File: config.mk
export PLATFORM = sky130hd
export DESIGN_NAME = ucrd_decoder
export DESIGN_NICKNAME = d
export VERILOG_FILES = /design/src/design/ucrd_pkg.sv /design/src/design/ucrd_decoder.sv
export SDC_FILE = /design/constraint.sdc
export NUM_CORES = 1
export LEC_CHECK = 0
export ABC_AREA = 1
export BUFFER_PORTS_ARGS = -buffer_cell sky130_fd_sc_hd__buf_2
export CELL_PAD_IN_SITES_DETAIL_PLACEMENT = 0
export CELL_PAD_IN_SITES_GLOBAL_PLACEMENT = 1
export CORE_ASPECT_RATIO = 1.75
export CORE_MARGIN = 5
export CORE_UTILIZATION = 40
export CTS_BUF_LIST = sky130_fd_sc_hd__clkbuf_4 sky130_fd_sc_hd__clkbuf_8 sky130_fd_sc_hd__clkbuf_16
export DETAILED_ROUTE_END_ITERATION = 12
export GPL_ROUTABILITY_DRIVEN = 0
export PLACE_DENSITY_LB_ADDON = 0.12
export SETUP_SLACK_MARGIN = 0.4
export SLEW_MARGIN = 20
export SYNTH_ARGS = -nofsm -noshare
export SYNTH_HDL_FRONTEND = slang
export SYNTH_SLANG_ARGS = --single-unit
File: constraint.sdc
create_clock -name sys_clk_i -period 10.31 [get_ports sys_clk_i]
set_input_delay 2.062 -clock sys_clk_i [delete_from_list [all_inputs] [get_ports sys_clk_i]]
set_output_delay 2.062 -clock sys_clk_i [all_outputs]
set_load 0.005 [all_outputs]
File: src/design/ucrd_pkg.sv
// Purpose: Constants shared by the control request decoder.
// Assumes: Setup fields arrive already unpacked from the device core.
// Notes: Request codes and types follow the standard setup packet layout.
package ucrd_pkg;
  // Request type values.
  localparam logic [7:0] RT_DEV_OUT = 8'h00;
  localparam logic [7:0] RT_IF_OUT = 8'h01;
  localparam logic [7:0] RT_EP_OUT = 8'h02;
  localparam logic [7:0] RT_VENDOR_OUT = 8'h40;
  localparam logic [7:0] RT_DEV_IN = 8'h80;
  localparam logic [7:0] RT_IF_IN = 8'h81;
  localparam logic [7:0] RT_EP_IN = 8'h82;
  // Request codes.
  localparam logic [7:0] RQ_GET_STATUS = 8'h00;
  localparam logic [7:0] RQ_CLR_FEATURE = 8'h01;
  localparam logic [7:0] RQ_SET_FEATURE = 8'h03;
  localparam logic [7:0] RQ_SET_ADDRESS = 8'h05;
  localparam logic [7:0] RQ_GET_DESC = 8'h06;
  localparam logic [7:0] RQ_GET_CONFIG = 8'h08;
  localparam logic [7:0] RQ_SET_CONFIG = 8'h09;
  localparam logic [7:0] RQ_GET_IFACE = 8'h0a;
  localparam logic [7:0] RQ_SET_IFACE = 8'h0b;
  localparam logic [7:0] RQ_REG_WRITE = 8'ha0;
  // Descriptor types carried in the high byte of the value field.
  localparam logic [7:0] DT_DEVICE = 8'h01;
  localparam logic [7:0] DT_CONFIG = 8'h02;
  localparam logic [7:0] DT_STRING = 8'h03;
  localparam logic [7:0] DT_IFACE = 8'h04;
  localparam logic [7:0] DT_ENDPOINT = 8'h05;
  localparam logic [7:0] DT_QUALIFIER = 8'h06;
  localparam logic [7:0] DT_OTHER_SPEED = 8'h07;
  // Feature selectors.
  localparam logic [15:0] FS_EP_HALT = 16'h0000;
  localparam logic [15:0] FS_REMOTE_WAKE = 16'h0001;
  localparam logic [15:0] FS_TEST_MODE = 16'h0002;
  // Endpoint index values accepted by endpoint status reads.
  localparam logic [15:0] EPI_BULK_IN = 16'h0081;
  localparam logic [15:0] EPI_BULK_OUT = 16'h0002;
  localparam logic [15:0] EPI_INTR = 16'h0083;
  localparam int EP_COUNT = 4;
  localparam logic [7:0] CONFIG_ONE = 8'h01;
  // Data stage lengths.
  localparam logic [15:0] LEN_ONE = 16'h0001;
  localparam logic [15:0] LEN_TWO = 16'h0002;
  localparam logic [15:0] LEN_REG = 16'h0004;
  // Register address space; the MAC block starts at this address.
  localparam logic [11:0] MAC_CSR_BASE = 12'h100;
  localparam logic [1:0] REG_LAST_BYTE = 2'h3;
endpackage

File: src/design/ucrd_decoder.sv
// Purpose: Decodes control requests of the default endpoint and keeps device state.
// Assumes: Setup, data and status handshakes come from the device core on sys_clk_i.
// Notes: Descriptor bytes are served outside; this block only requests them.
`timescale 1ns/1ps

module ucrd_decoder (
  // Clock and reset
  input wire logic sys_clk_i,
  input wire logic resetn_i,
  // Setup stage
  input wire logic setup_valid_i,
  input wire logic [7:0] req_type_i,
  input wire logic [7:0] req_code_i,
  input wire logic [15:0] req_value_i,
  input wire logic [15:0] req_index_i,
  input wire logic [15:0] req_length_i,
  // Status stage
  input wire logic status_done_i,
  // Data stage towards the host
  output logic [7:0] in_data_o,
  output logic in_valid_o,
  output logic in_last_o,
  input wire logic in_ready_i,
  // Data stage from the host
  input wire logic [7:0] out_data_i,
  input wire logic out_valid_i,
  // Handshake and descriptor fetch
  output logic stall_o,
  output logic desc_req_o,
  output logic [7:0] desc_type_o,
  output logic [7:0] desc_index_o,
  output logic [15:0] desc_length_o,
  // Device state
  input wire logic self_powered_i,
  input wire logic normal_state_i,
  output logic [6:0] dev_addr_o,
  output logic configured_o,
  output logic [7:0] config_value_o,
  output logic remote_wakeup_o,
  output logic test_mode_o,
  output logic [7:0] test_sel_o,
  output logic [3:0] ep_stall_o,
  // Register write port
  output logic csr_wr_o,
  output logic [11:0] csr_addr_o,
  output logic [31:0] csr_wdata_o
);
  typedef enum logic [1:0] {ST_IDLE, ST_DATA_IN, ST_DATA_OUT, ST_STATUS} ucrd_state_t;

  // True when an endpoint-recipient request names endpoint 0 to 3, direction bit ignored.
  function automatic logic ep_valid(input logic [15:0] idx);
    ep_valid = (idx[15:8] == 8'h00) && (idx[6:2] == 5'h00);
  endfunction

  logic [1:0] rst_sync_q;
  logic rst_n;
  logic [1:0] selfp_sync_q;
  ucrd_state_t state_q, state_d;
  logic [15:0] tx_buf_q, tx_buf_d;
  logic [1:0] cnt_q, cnt_d;
  logic [7:0] in_data_d;
  logic in_valid_d, in_last_d;
  logic stall_d, desc_req_d;
  logic [7:0] desc_type_d, desc_index_d;
  logic [15:0] desc_length_d;
  logic [6:0] dev_addr_d, addr_new_q, addr_new_d;
  logic addr_pend_q, addr_pend_d;
  logic configured_d, remote_wakeup_d, test_mode_d;
  logic [7:0] config_value_d, test_sel_d;
  logic [3:0] ep_stall_d;
  logic csr_wr_d;
  logic [11:0] csr_addr_d;
  logic [31:0] csr_wdata_d;

  // Reset release and strap synchroniser.
  always_ff @(posedge sys_clk_i or negedge resetn_i) begin
    if (!resetn_i) begin
      rst_sync_q <= 2'h0;
    end else begin
      rst_sync_q <= {rst_sync_q[0], 1'b1};
    end
  end
  assign rst_n = rst_sync_q[1];

  always_ff @(posedge sys_clk_i or negedge rst_n) begin
    if (!rst_n) begin
      selfp_sync_q <= 2'h0;
    end else begin
      selfp_sync_q <= {selfp_sync_q[0], self_powered_i};
    end
  end

  always_comb begin
    state_d = state_q;
    tx_buf_d = tx_buf_q;
    cnt_d = cnt_q;
    in_data_d = in_data_o;
    in_valid_d = in_valid_o;
    in_last_d = in_last_o;
    stall_d = stall_o;
    desc_req_d = 1'b0;
    desc_type_d = desc_type_o;
    desc_index_d = desc_index_o;
    desc_length_d = desc_length_o;
    dev_addr_d = dev_addr_o;
    addr_new_d = addr_new_q;
    addr_pend_d = addr_pend_q;
    configured_d = configured_o;
    config_value_d = config_value_o;
    remote_wakeup_d = remote_wakeup_o;
    test_mode_d = test_mode_o;
    test_sel_d = test_sel_o;
    ep_stall_d = ep_stall_o;
    csr_wr_d = 1'b0;
    csr_addr_d = csr_addr_o;
    csr_wdata_d = csr_wdata_o;
    case (state_q)
      ST_DATA_IN: begin
        if (in_valid_o && in_ready_i) begin
          if (in_last_o) begin
            in_valid_d = 1'b0;
            state_d = ST_STATUS;
          end else begin
            cnt_d = cnt_q + 2'h1;
            in_data_d = tx_buf_q[15:8];
            in_last_d = 1'b1;
          end
        end
      end
      ST_DATA_OUT: begin
        if (out_valid_i) begin
          csr_wdata_d = {out_data_i, csr_wdata_o[31:8]};
          cnt_d = cnt_q + 2'h1;
          if (cnt_q == ucrd_pkg::REG_LAST_BYTE) begin
            csr_wr_d = 1'b1;
            state_d = ST_STATUS;
          end
        end
      end
      ST_STATUS: begin
        if (status_done_i) begin
          if (addr_pend_q) begin
            dev_addr_d = addr_new_q;
          end
          addr_pend_d = 1'b0;
          state_d = ST_IDLE;
        end
      end
      ST_IDLE: begin
      end
      default: begin
        state_d = ST_IDLE;
      end
    endcase
    if (setup_valid_i) begin
      stall_d = 1'b0;
      in_valid_d = 1'b0;
      in_last_d = 1'b0;
      addr_pend_d = 1'b0;
      cnt_d = 2'h0;
      tx_buf_d = 16'h0000;
      state_d = ST_STATUS;
      case (req_code_i)
        ucrd_pkg::RQ_CLR_FEATURE, ucrd_pkg::RQ_SET_FEATURE: begin
          if (req_length_i != 16'h0000) begin
            stall_d = 1'b1;
          end else if (req_type_i == ucrd_pkg::RT_DEV_OUT &&
                       req_value_i == ucrd_pkg::FS_REMOTE_WAKE) begin
            remote_wakeup_d = (req_code_i == ucrd_pkg::RQ_SET_FEATURE);
          end else if (req_type_i == ucrd_pkg::RT_DEV_OUT &&
                       req_value_i == ucrd_pkg::FS_TEST_MODE &&
                       req_code_i == ucrd_pkg::RQ_SET_FEATURE) begin
            test_mode_d = 1'b1;
            test_sel_d = req_index_i[15:8];
          end else if (req_type_i == ucrd_pkg::RT_EP_OUT &&
                       req_value_i == ucrd_pkg::FS_EP_HALT && ep_valid(req_index_i)) begin
            ep_stall_d[req_index_i[1:0]] = (req_code_i == ucrd_pkg::RQ_SET_FEATURE);
          end else begin
            stall_d = 1'b1;
          end
        end
        ucrd_pkg::RQ_GET_CONFIG, ucrd_pkg::RQ_GET_IFACE: begin
          if ((req_code_i == ucrd_pkg::RQ_GET_CONFIG && req_type_i == ucrd_pkg::RT_DEV_IN) ||
              (req_code_i == ucrd_pkg::RQ_GET_IFACE && req_type_i == ucrd_pkg::RT_IF_IN &&
               req_index_i == 16'h0000)) begin
            tx_buf_d = (req_code_i == ucrd_pkg::RQ_GET_CONFIG) ?
                       {8'h00, config_value_o} : 16'h0000;
            in_data_d = (req_code_i == ucrd_pkg::RQ_GET_CONFIG) ? config_value_o : 8'h00;
            in_valid_d = (req_length_i != 16'h0000);
            in_last_d = 1'b1;
            state_d = (req_length_i != 16'h0000) ? ST_DATA_IN : ST_STATUS;
          end else begin
            stall_d = 1'b1;
          end
        end
        ucrd_pkg::RQ_GET_STATUS: begin
          if (req_type_i == ucrd_pkg::RT_DEV_IN && req_index_i == 16'h0000) begin
            tx_buf_d = {14'h0, remote_wakeup_o, selfp_sync_q[1]};
          end else if (req_type_i == ucrd_pkg::RT_EP_IN &&
                       (req_index_i == ucrd_pkg::EPI_BULK_IN ||
                        req_index_i == ucrd_pkg::EPI_BULK_OUT ||
                        req_index_i == ucrd_pkg::EPI_INTR)) begin
            tx_buf_d = {15'h0, ep_stall_o[req_index_i[1:0]]};
          end else begin
            stall_d = 1'b1;
          end
          if (!stall_d && req_length_i != 16'h0000) begin
            in_data_d = tx_buf_d[7:0];
            in_valid_d = 1'b1;
            in_last_d = (req_length_i == ucrd_pkg::LEN_ONE);
            state_d = ST_DATA_IN;
          end
        end
        ucrd_pkg::RQ_SET_ADDRESS: begin
          if (req_type_i == ucrd_pkg::RT_DEV_OUT && req_length_i == 16'h0000) begin
            addr_new_d = req_value_i[6:0];
            addr_pend_d = 1'b1;
          end else begin
            stall_d = 1'b1;
          end
        end
        ucrd_pkg::RQ_GET_DESC: begin
          if (req_type_i == ucrd_pkg::RT_DEV_IN &&
              (req_value_i[15:8] == ucrd_pkg::DT_DEVICE ||
               req_value_i[15:8] == ucrd_pkg::DT_CONFIG ||
               req_value_i[15:8] == ucrd_pkg::DT_STRING ||
               req_value_i[15:8] == ucrd_pkg::DT_QUALIFIER ||
               req_value_i[15:8] == ucrd_pkg::DT_OTHER_SPEED)) begin
            desc_req_d = 1'b1;
            desc_type_d = req_value_i[15:8];
            desc_index_d = req_value_i[7:0];
            desc_length_d = req_length_i;
          end else begin
            stall_d = 1'b1;
          end
        end
        ucrd_pkg::RQ_SET_CONFIG: begin
          if (req_type_i == ucrd_pkg::RT_DEV_OUT && req_length_i == 16'h0000 &&
              req_value_i[15:8] == 8'h00 &&
              (req_value_i[7:0] == ucrd_pkg::CONFIG_ONE || req_value_i[7:0] == 8'h00)) begin
            config_value_d = req_value_i[7:0];
            configured_d = (req_value_i[7:0] == ucrd_pkg::CONFIG_ONE);
          end else begin
            stall_d = 1'b1;
          end
        end
        ucrd_pkg::RQ_SET_IFACE: begin
          stall_d = !(req_type_i == ucrd_pkg::RT_IF_OUT && req_value_i == 16'h0000 &&
                      req_index_i == 16'h0000);
        end
        ucrd_pkg::RQ_REG_WRITE: begin
          if (req_type_i == ucrd_pkg::RT_VENDOR_OUT && req_value_i == 16'h0000 &&
              req_index_i[15:12] == 4'h0 && req_length_i == ucrd_pkg::LEN_REG &&
              !(normal_state_i && req_index_i[11:0] >= ucrd_pkg::MAC_CSR_BASE)) begin
            csr_addr_d = req_index_i[11:0];
            state_d = ST_DATA_OUT;
          end else begin
            stall_d = 1'b1;
          end
        end
        default: begin
          stall_d = 1'b1;
        end
      endcase
      if (stall_d) begin
        state_d = ST_IDLE;
        in_valid_d = 1'b0;
      end
    end
  end

  always_ff @(posedge sys_clk_i or negedge rst_n) begin
    if (!rst_n) begin
      state_q <= ST_IDLE;
      tx_buf_q <= 16'h0000;
      cnt_q <= 2'h0;
      in_data_o <= 8'h00;
      in_valid_o <= 1'b0;
      in_last_o <= 1'b0;
      stall_o <= 1'b0;
      desc_req_o <= 1'b0;
      desc_type_o <= 8'h00;
      desc_index_o <= 8'h00;
      desc_length_o <= 16'h0000;
      dev_addr_o <= 7'h00;
      addr_new_q <= 7'h00;
      addr_pend_q <= 1'b0;
      configured_o <= 1'b0;
      config_value_o <= 8'h00;
      remote_wakeup_o <= 1'b0;
      test_mode_o <= 1'b0;
      test_sel_o <= 8'h00;
      ep_stall_o <= 4'h0;
      csr_wr_o <= 1'b0;
      csr_addr_o <= 12'h000;
      csr_wdata_o <= 32'h00000000;
    end else begin
      state_q <= state_d;
      tx_buf_q <= tx_buf_d;
      cnt_q <= cnt_d;
      in_data_o <= in_data_d;
      in_valid_o <= in_valid_d;
      in_last_o <= in_last_d;
      stall_o <= stall_d;
      desc_req_o <= desc_req_d;
      desc_type_o <= desc_type_d;
      desc_index_o <= desc_index_d;
      desc_length_o <= desc_length_d;
      dev_addr_o <= dev_addr_d;
      addr_new_q <= addr_new_d;
      addr_pend_q <= addr_pend_d;
      configured_o <= configured_d;
      config_value_o <= config_value_d;
      remote_wakeup_o <= remote_wakeup_d;
      test_mode_o <= test_mode_d;
      test_sel_o <= test_sel_d;
      ep_stall_o <= ep_stall_d;
      csr_wr_o <= csr_wr_d;
      csr_addr_o <= csr_addr_d;
      csr_wdata_o <= csr_wdata_d;
    end
  end
endmodule

## Yosys cells after proc, flatten, opt, wreduce, memory -nomap -nowiden

Index checks and enable logic that the tools add are counted.

- $add $sub $neg: 1
- $lt $le $gt $ge: 3
- Eq/ne operators: 38
- Muxes and demuxes: 76
- Bitwise operators: 3
- Reduce and logical (&&, ||, !) cells: 70

Operators by type and width:

| operator | number |
|---|---|
| $mux 8 | 9 |
| $logic_not 16->1 | 3 |
| $mux 1 | 41 |
| $logic_not 8->1 | 5 |
| $eq 16x1->1 const B | 2 |
| $eq 16x2->1 const B | 2 |
| $eq 16x8->1 const B | 2 |
| $eq 8x1->1 const B | 4 |
| $eq 8x2->1 const B | 4 |
| $eq 8x3->1 const B | 4 |
| $eq 8x4->1 const B | 4 |
| $eq 8x8->1 const B | 4 |
| $pmux 8 s2 | 2 |
| $mux 2 | 15 |
| $logic_and 1x1->1 | 25 |
| $ne 3x3->1 const B | 6 |
| $reduce_and 3->1 | 6 |
| $eq 16x3->1 const B | 1 |
| $reduce_bool 16->1 | 1 |
| $ge 12x9->1 const B | 1 |
| $pmux 2 s3 | 2 |
| $reduce_and 6->1 | 2 |
| $reduce_bool 2->1 | 5 |
| $eq 8x7->1 const B | 1 |
| 22 further kinds | 40 |

- Register bits: 151
- Input port bits: 80
- Output and inout bits: 119
- Word-level logic and storage cells: 216

## Logic depth before layout (Yosys ltp)

- Depth after elaboration: 14
- Mapped depth: 13
- Mapped depth without buffers: 13

## Worst setup path before layout

OpenSTA, ideal clock, no wires.

- Kind: input to register
- Start point: input port req_value_i[15]
- End point: register csr_addr_o[10]
- Setup time: 0.125 ns
- Arrival: 3.226 ns
- Path slack: 6.959 ns
- Stages on the path: 10
- Buffers on the path: 1
- Path through: nor2_1 nand2_1 nor2_4 nand2_2 nor2_1 nand2_1 inv_2 nand3_4 buf_6 mux2_4

- Longest elaborated chain between the ends: 6

RTL lines:

| item | RTL line | RTL |
|---|---|---|
| from (decl) | ucrd_decoder.sv:14 | `input wire logic [15:0] req_value_i,` |
| $logic_not 16->1 | ucrd_decoder.sv:252 | `if (req_type_i == ucrd_pkg::RT_VENDOR_OUT && req_value_i == 16'h0000 &&` |
| $logic_and 1x1->1 (2 in series) | ucrd_decoder.sv:252 |  |
| $logic_and 1x1->1 (2 in series) | ucrd_decoder.sv:253 | `req_index_i[15:12] == 4'h0 && req_length_i == ucrd_pkg::LEN_REG &&` |
| $reduce_and 3->1 (no source line) | n/a |  |
| to (signal assigned) | ucrd_decoder.sv:319 | `csr_addr_o <= csr_addr_d;` |
| to (decl) | ucrd_decoder.sv:45 | `output logic [11:0] csr_addr_o,` |

No other way between the ends.
A chain may end at the register's enable or synchronous reset.

## Worst setup path in the final report

- Start point: input port req_type_i[3]
- End point: register desc_length_o[5]

- Longest elaborated chain between the ends: 3

RTL lines:

| item | RTL line | RTL |
|---|---|---|
| from (decl) | ucrd_decoder.sv:12 | `input wire logic [7:0] req_type_i,` |
| $eq 8x8->1 | ucrd_decoder.sv:223 | `if (req_type_i == ucrd_pkg::RT_DEV_IN &&` |
| $logic_and 1x1->1 | ucrd_decoder.sv:223 |  |
| $reduce_and 3->1 (no source line) | n/a |  |
| to (signal assigned) | ucrd_decoder.sv:308 | `desc_length_o <= desc_length_d;` |
| to (decl) | ucrd_decoder.sv:32 | `output logic [15:0] desc_length_o,` |

No other way between the ends.

==> flow_metrics.env <==
export IMPL_status="completed"
export IMPL_die_width_um=103
export IMPL_finalSetupTns_ns=0
export IMPL_rr_startpoint="state_q[0]"
export IMPL_worstPathRequired_ns=10.66
export IMPL_synth_top_cell_area_share_pct=55.7
export IMPL_timing_rr_end="csr_wdata_o[6]"
export IMPL_cts_max_level=4
export IMPL_r2r_cells=3
export IMPL_ff2ff_setup_slack_ns=8.41
export IMPL_slew_headroom_pct=33.8
export IMPL_cts_buffers_inserted=17
export IMPL_ys_ff_latch=135
export IMPL_finClkSkew_ns=0.00954
export IMPL_peakVddDrop_uv=119
export IMPL_seq_area_frac_synth_pct=55.7
export IMPL_cts_sinks=135
export IMPL_multiInputGateArea_sq_um=2220
export IMPL_critPathLaunch="req_type_i[3]"
export IMPL_place_area_sq_um=7210
export IMPL_maxCapViolCount=0
export IMPL_clk_latency_ns=0.41
export IMPL_start_util_pct=40.7
export IMPL_ys_flop_type="dfrtp_1"
export IMPL_grt_pass1_wl_um=26100
export IMPL_crit_end="desc_length_o[5]"
export IMPL_max_stage_delay_ns=0.34
export IMPL_drc=0
export IMPL_syn_inst=710
export IMPL_fin_crit_ns=3.46
export IMPL_drtAntennaViolNets=0
export IMPL_hold_violations=0
export IMPL_cts_buffer_depth=2
export IMPL_post_route_period_util_pct=33.6
export IMPL_grt_pass1_vias=5366
export IMPL_cp_cell_sequence="buf_2 > nor2_2 > nand2_1 > nor2_2 > nand3_1 > inv_1 > nand2_1 > buf_4 > inv_2 > nand2_1 > nand2_1"
export IMPL_netlist_top_cell_by_area="dfrtp_1"
export IMPL_die_y_um=173
export IMPL_num_vias=5265
export IMPL_port_buffers=198
export IMPL_worstHoldPathCells=0
export IMPL_cts_tree="yes"
export IMPL_die_area_sq_um=17800
export IMPL_design_core_area_sq_um=14900
export IMPL_setup_violations=0
export IMPL_fillers=1469
export IMPL_hpwl_um=12600
export IMPL_fmaxAchievable_ghz=0.289
export IMPL_slowest_stage="inv_2"
export IMPL_cts_hold_buf=0
export IMPL_synth_net_count=791
export IMPL_layout_nets=993
export IMPL_rows=59
export IMPL_critPathMaxFanout=38
export IMPL_cts_repair_resized=0
export IMPL_drive_above_1_share_pct=29.5
export IMPL_yosysWarnings=0
export IMPL_synthTopCellsByArea="dfrtp_1, nand2_1, nor2_1, inv_1, o21ai_0"
export IMPL_p_leak_nw=4.42
export IMPL_syn_area_sq_um=6060
export IMPL_synth_common_cells="nand2_1, dfrtp_1, nor2_1"
export IMPL_start_kind="primary input"
export IMPL_overflow=0
export IMPL_via_per_inst=4.75
export IMPL_postSynthAreaPerCell_sq_um=8.54
export IMPL_tightest_slew_ns=0.991
export IMPL_async_reset_ff_share_pct=100
export IMPL_drt_initial_drc_count=144
export IMPL_route_final_wire_length_um=16200
export IMPL_clk_pin_slew_ns=0.06
export IMPL_antenna_found_initial=1
export IMPL_slew_viol_final=0
export IMPL_cpMostUsedCell="nand2_1"
export IMPL_worstHoldPathType="register to register"
export IMPL_yosysMostFrequentCell="nand2_1"
export IMPL_finalInstanceArea_sq_um=7790
export IMPL_cp_end_kind="register"
export IMPL_pwr_density_cell_nw_per_um2=184
export IMPL_io_pins=199
export IMPL_cts_root_buffer_cell="clkbuf_16"
export IMPL_synth_edf_count=0
export IMPL_cp_arrival_ns=3.81
export IMPL_rsz0062_at_grt="false"
export IMPL_grt_max_degree=73
export IMPL_synth_distinct_cells=37
export IMPL_grt_use_total_pct=18.6
export IMPL_worstSetupPathType="primary input to register"
export IMPL_seqCellArea_sq_um=3380
export IMPL_area_delta_synth_final_pct=28.5
export IMPL_postCtsSetupBuffers=0
export IMPL_dr_pass1_iters=4
export IMPL_wl_per_cell_um=14.6
## cells by family (layout without fill, tap and decap cells)
| logic type | count (synthesis) | count (layout) | synth area share [%] |
|---|---|---|---|
| DFF | 135 | 135 | 55.7 |
| other | 1 | 2 | 0.0619 |
| muxes | 26 | 26 | 4.87 |
| buffers and inverters | 115 | 330 | 7.68 |
| AOI/OAI and AO/OA | 89 | 89 | 7.91 |
| and+or+nand+nor | 343 | 343 | 23.6 |
| adders and majority gates | 1 | 1 | 0.206 |
## sequential cells by signal (all words and copies together), names as in the netlist, 2 cells and up
name / flops
addr_new_q: 7
cnt_q: 2
config_value_o: 8
csr_addr_o: 12
csr_wdata_o: 32
desc_index_o: 8
desc_length_o: 16
desc_type_o: 8
dev_addr_o: 7
ep_stall_o: 4
in_data_o: 8
rst_sync_q: 2
selfp_sync_q: 2
state_q: 2
test_sel_o: 8
## layout make-up
class / count / share of cell area [%]
antenna: 1 / 0.0321
clock buffer: 19 / 5.73
clock inverter: 13 / 1.73
inverter: 98 / 4.72
multi-input combinational: 460 / 28.5
sequential: 135 / 43.4
tap: 183 / 2.94
timing repair buffer: 200 / 12.9
## cell usage in the layout (no fill, tap or decap), types with 9 or more instances in the layout
cell,instances
nand3_1,32
mux2_2,12
nor2_1,107
a21oi_1,21
buf_2,198
dfrtp_1,134
inv_1,94
nand2_1,175
o21ai_0,52
clkbuf_16,17
nor2_2,9
mux2i_1,10
## critical path, delay by kind of cell
kind | cells | cell delay, ns
and+or+nand+nor | 7 | 0.95
buffers and inverters | 4 | 0.77
## power by group
group	internal, mW	switching (mW)
sequential	0.598	0.0427
clock	0.348	0.247
combinational	0.0910	0.110
total	1.04	0.400
## per-layer routing
layer  wire [um]  GRT usage, %  up-vias
met2        8560          32.8      162
met1        6190          20.9     2435
met4         433          6.86        0
met3        1040          5.28       31
met5           0             0        -
li1            -             -     2637
## per-stage QoR
stage / total power [mW] / setup slack (ns) / utilization (%) / hold slack (ns) / cells
finish: 1.44 / 6.85 / 52.3 / 0.348 / 1109
CTS: 1.46 / 6.81 / 52.2 / 0.349 / 1108
detailed placement: 0.858 / 6.38 / 48.3 / 0.335 / 1076
floorplan: 0.746 / 6.27 / - / 0.331 / 710
global route: 1.52 / 6.57 / 52.3 / 0.349 / 1109
global placement: 0.850 / 6.43 / 48.3 / 0.334 / 1076
## worst min path at each step
stage / from / to / slack, ns
final: selfp_sync_q[0] / selfp_sync_q[1] / 0.35
after global routing: selfp_sync_q[0] / selfp_sync_q[1] / 0.35
after CTS: selfp_sync_q[0] / selfp_sync_q[1] / 0.35
after detailed placement: selfp_sync_q[0] / selfp_sync_q[1] / 0.33
after global placement: selfp_sync_q[0] / selfp_sync_q[1] / 0.33
after floorplan: rst_sync_q[0] / rst_sync_q[1] / 0.33
(Power assumes the default switching activity.)
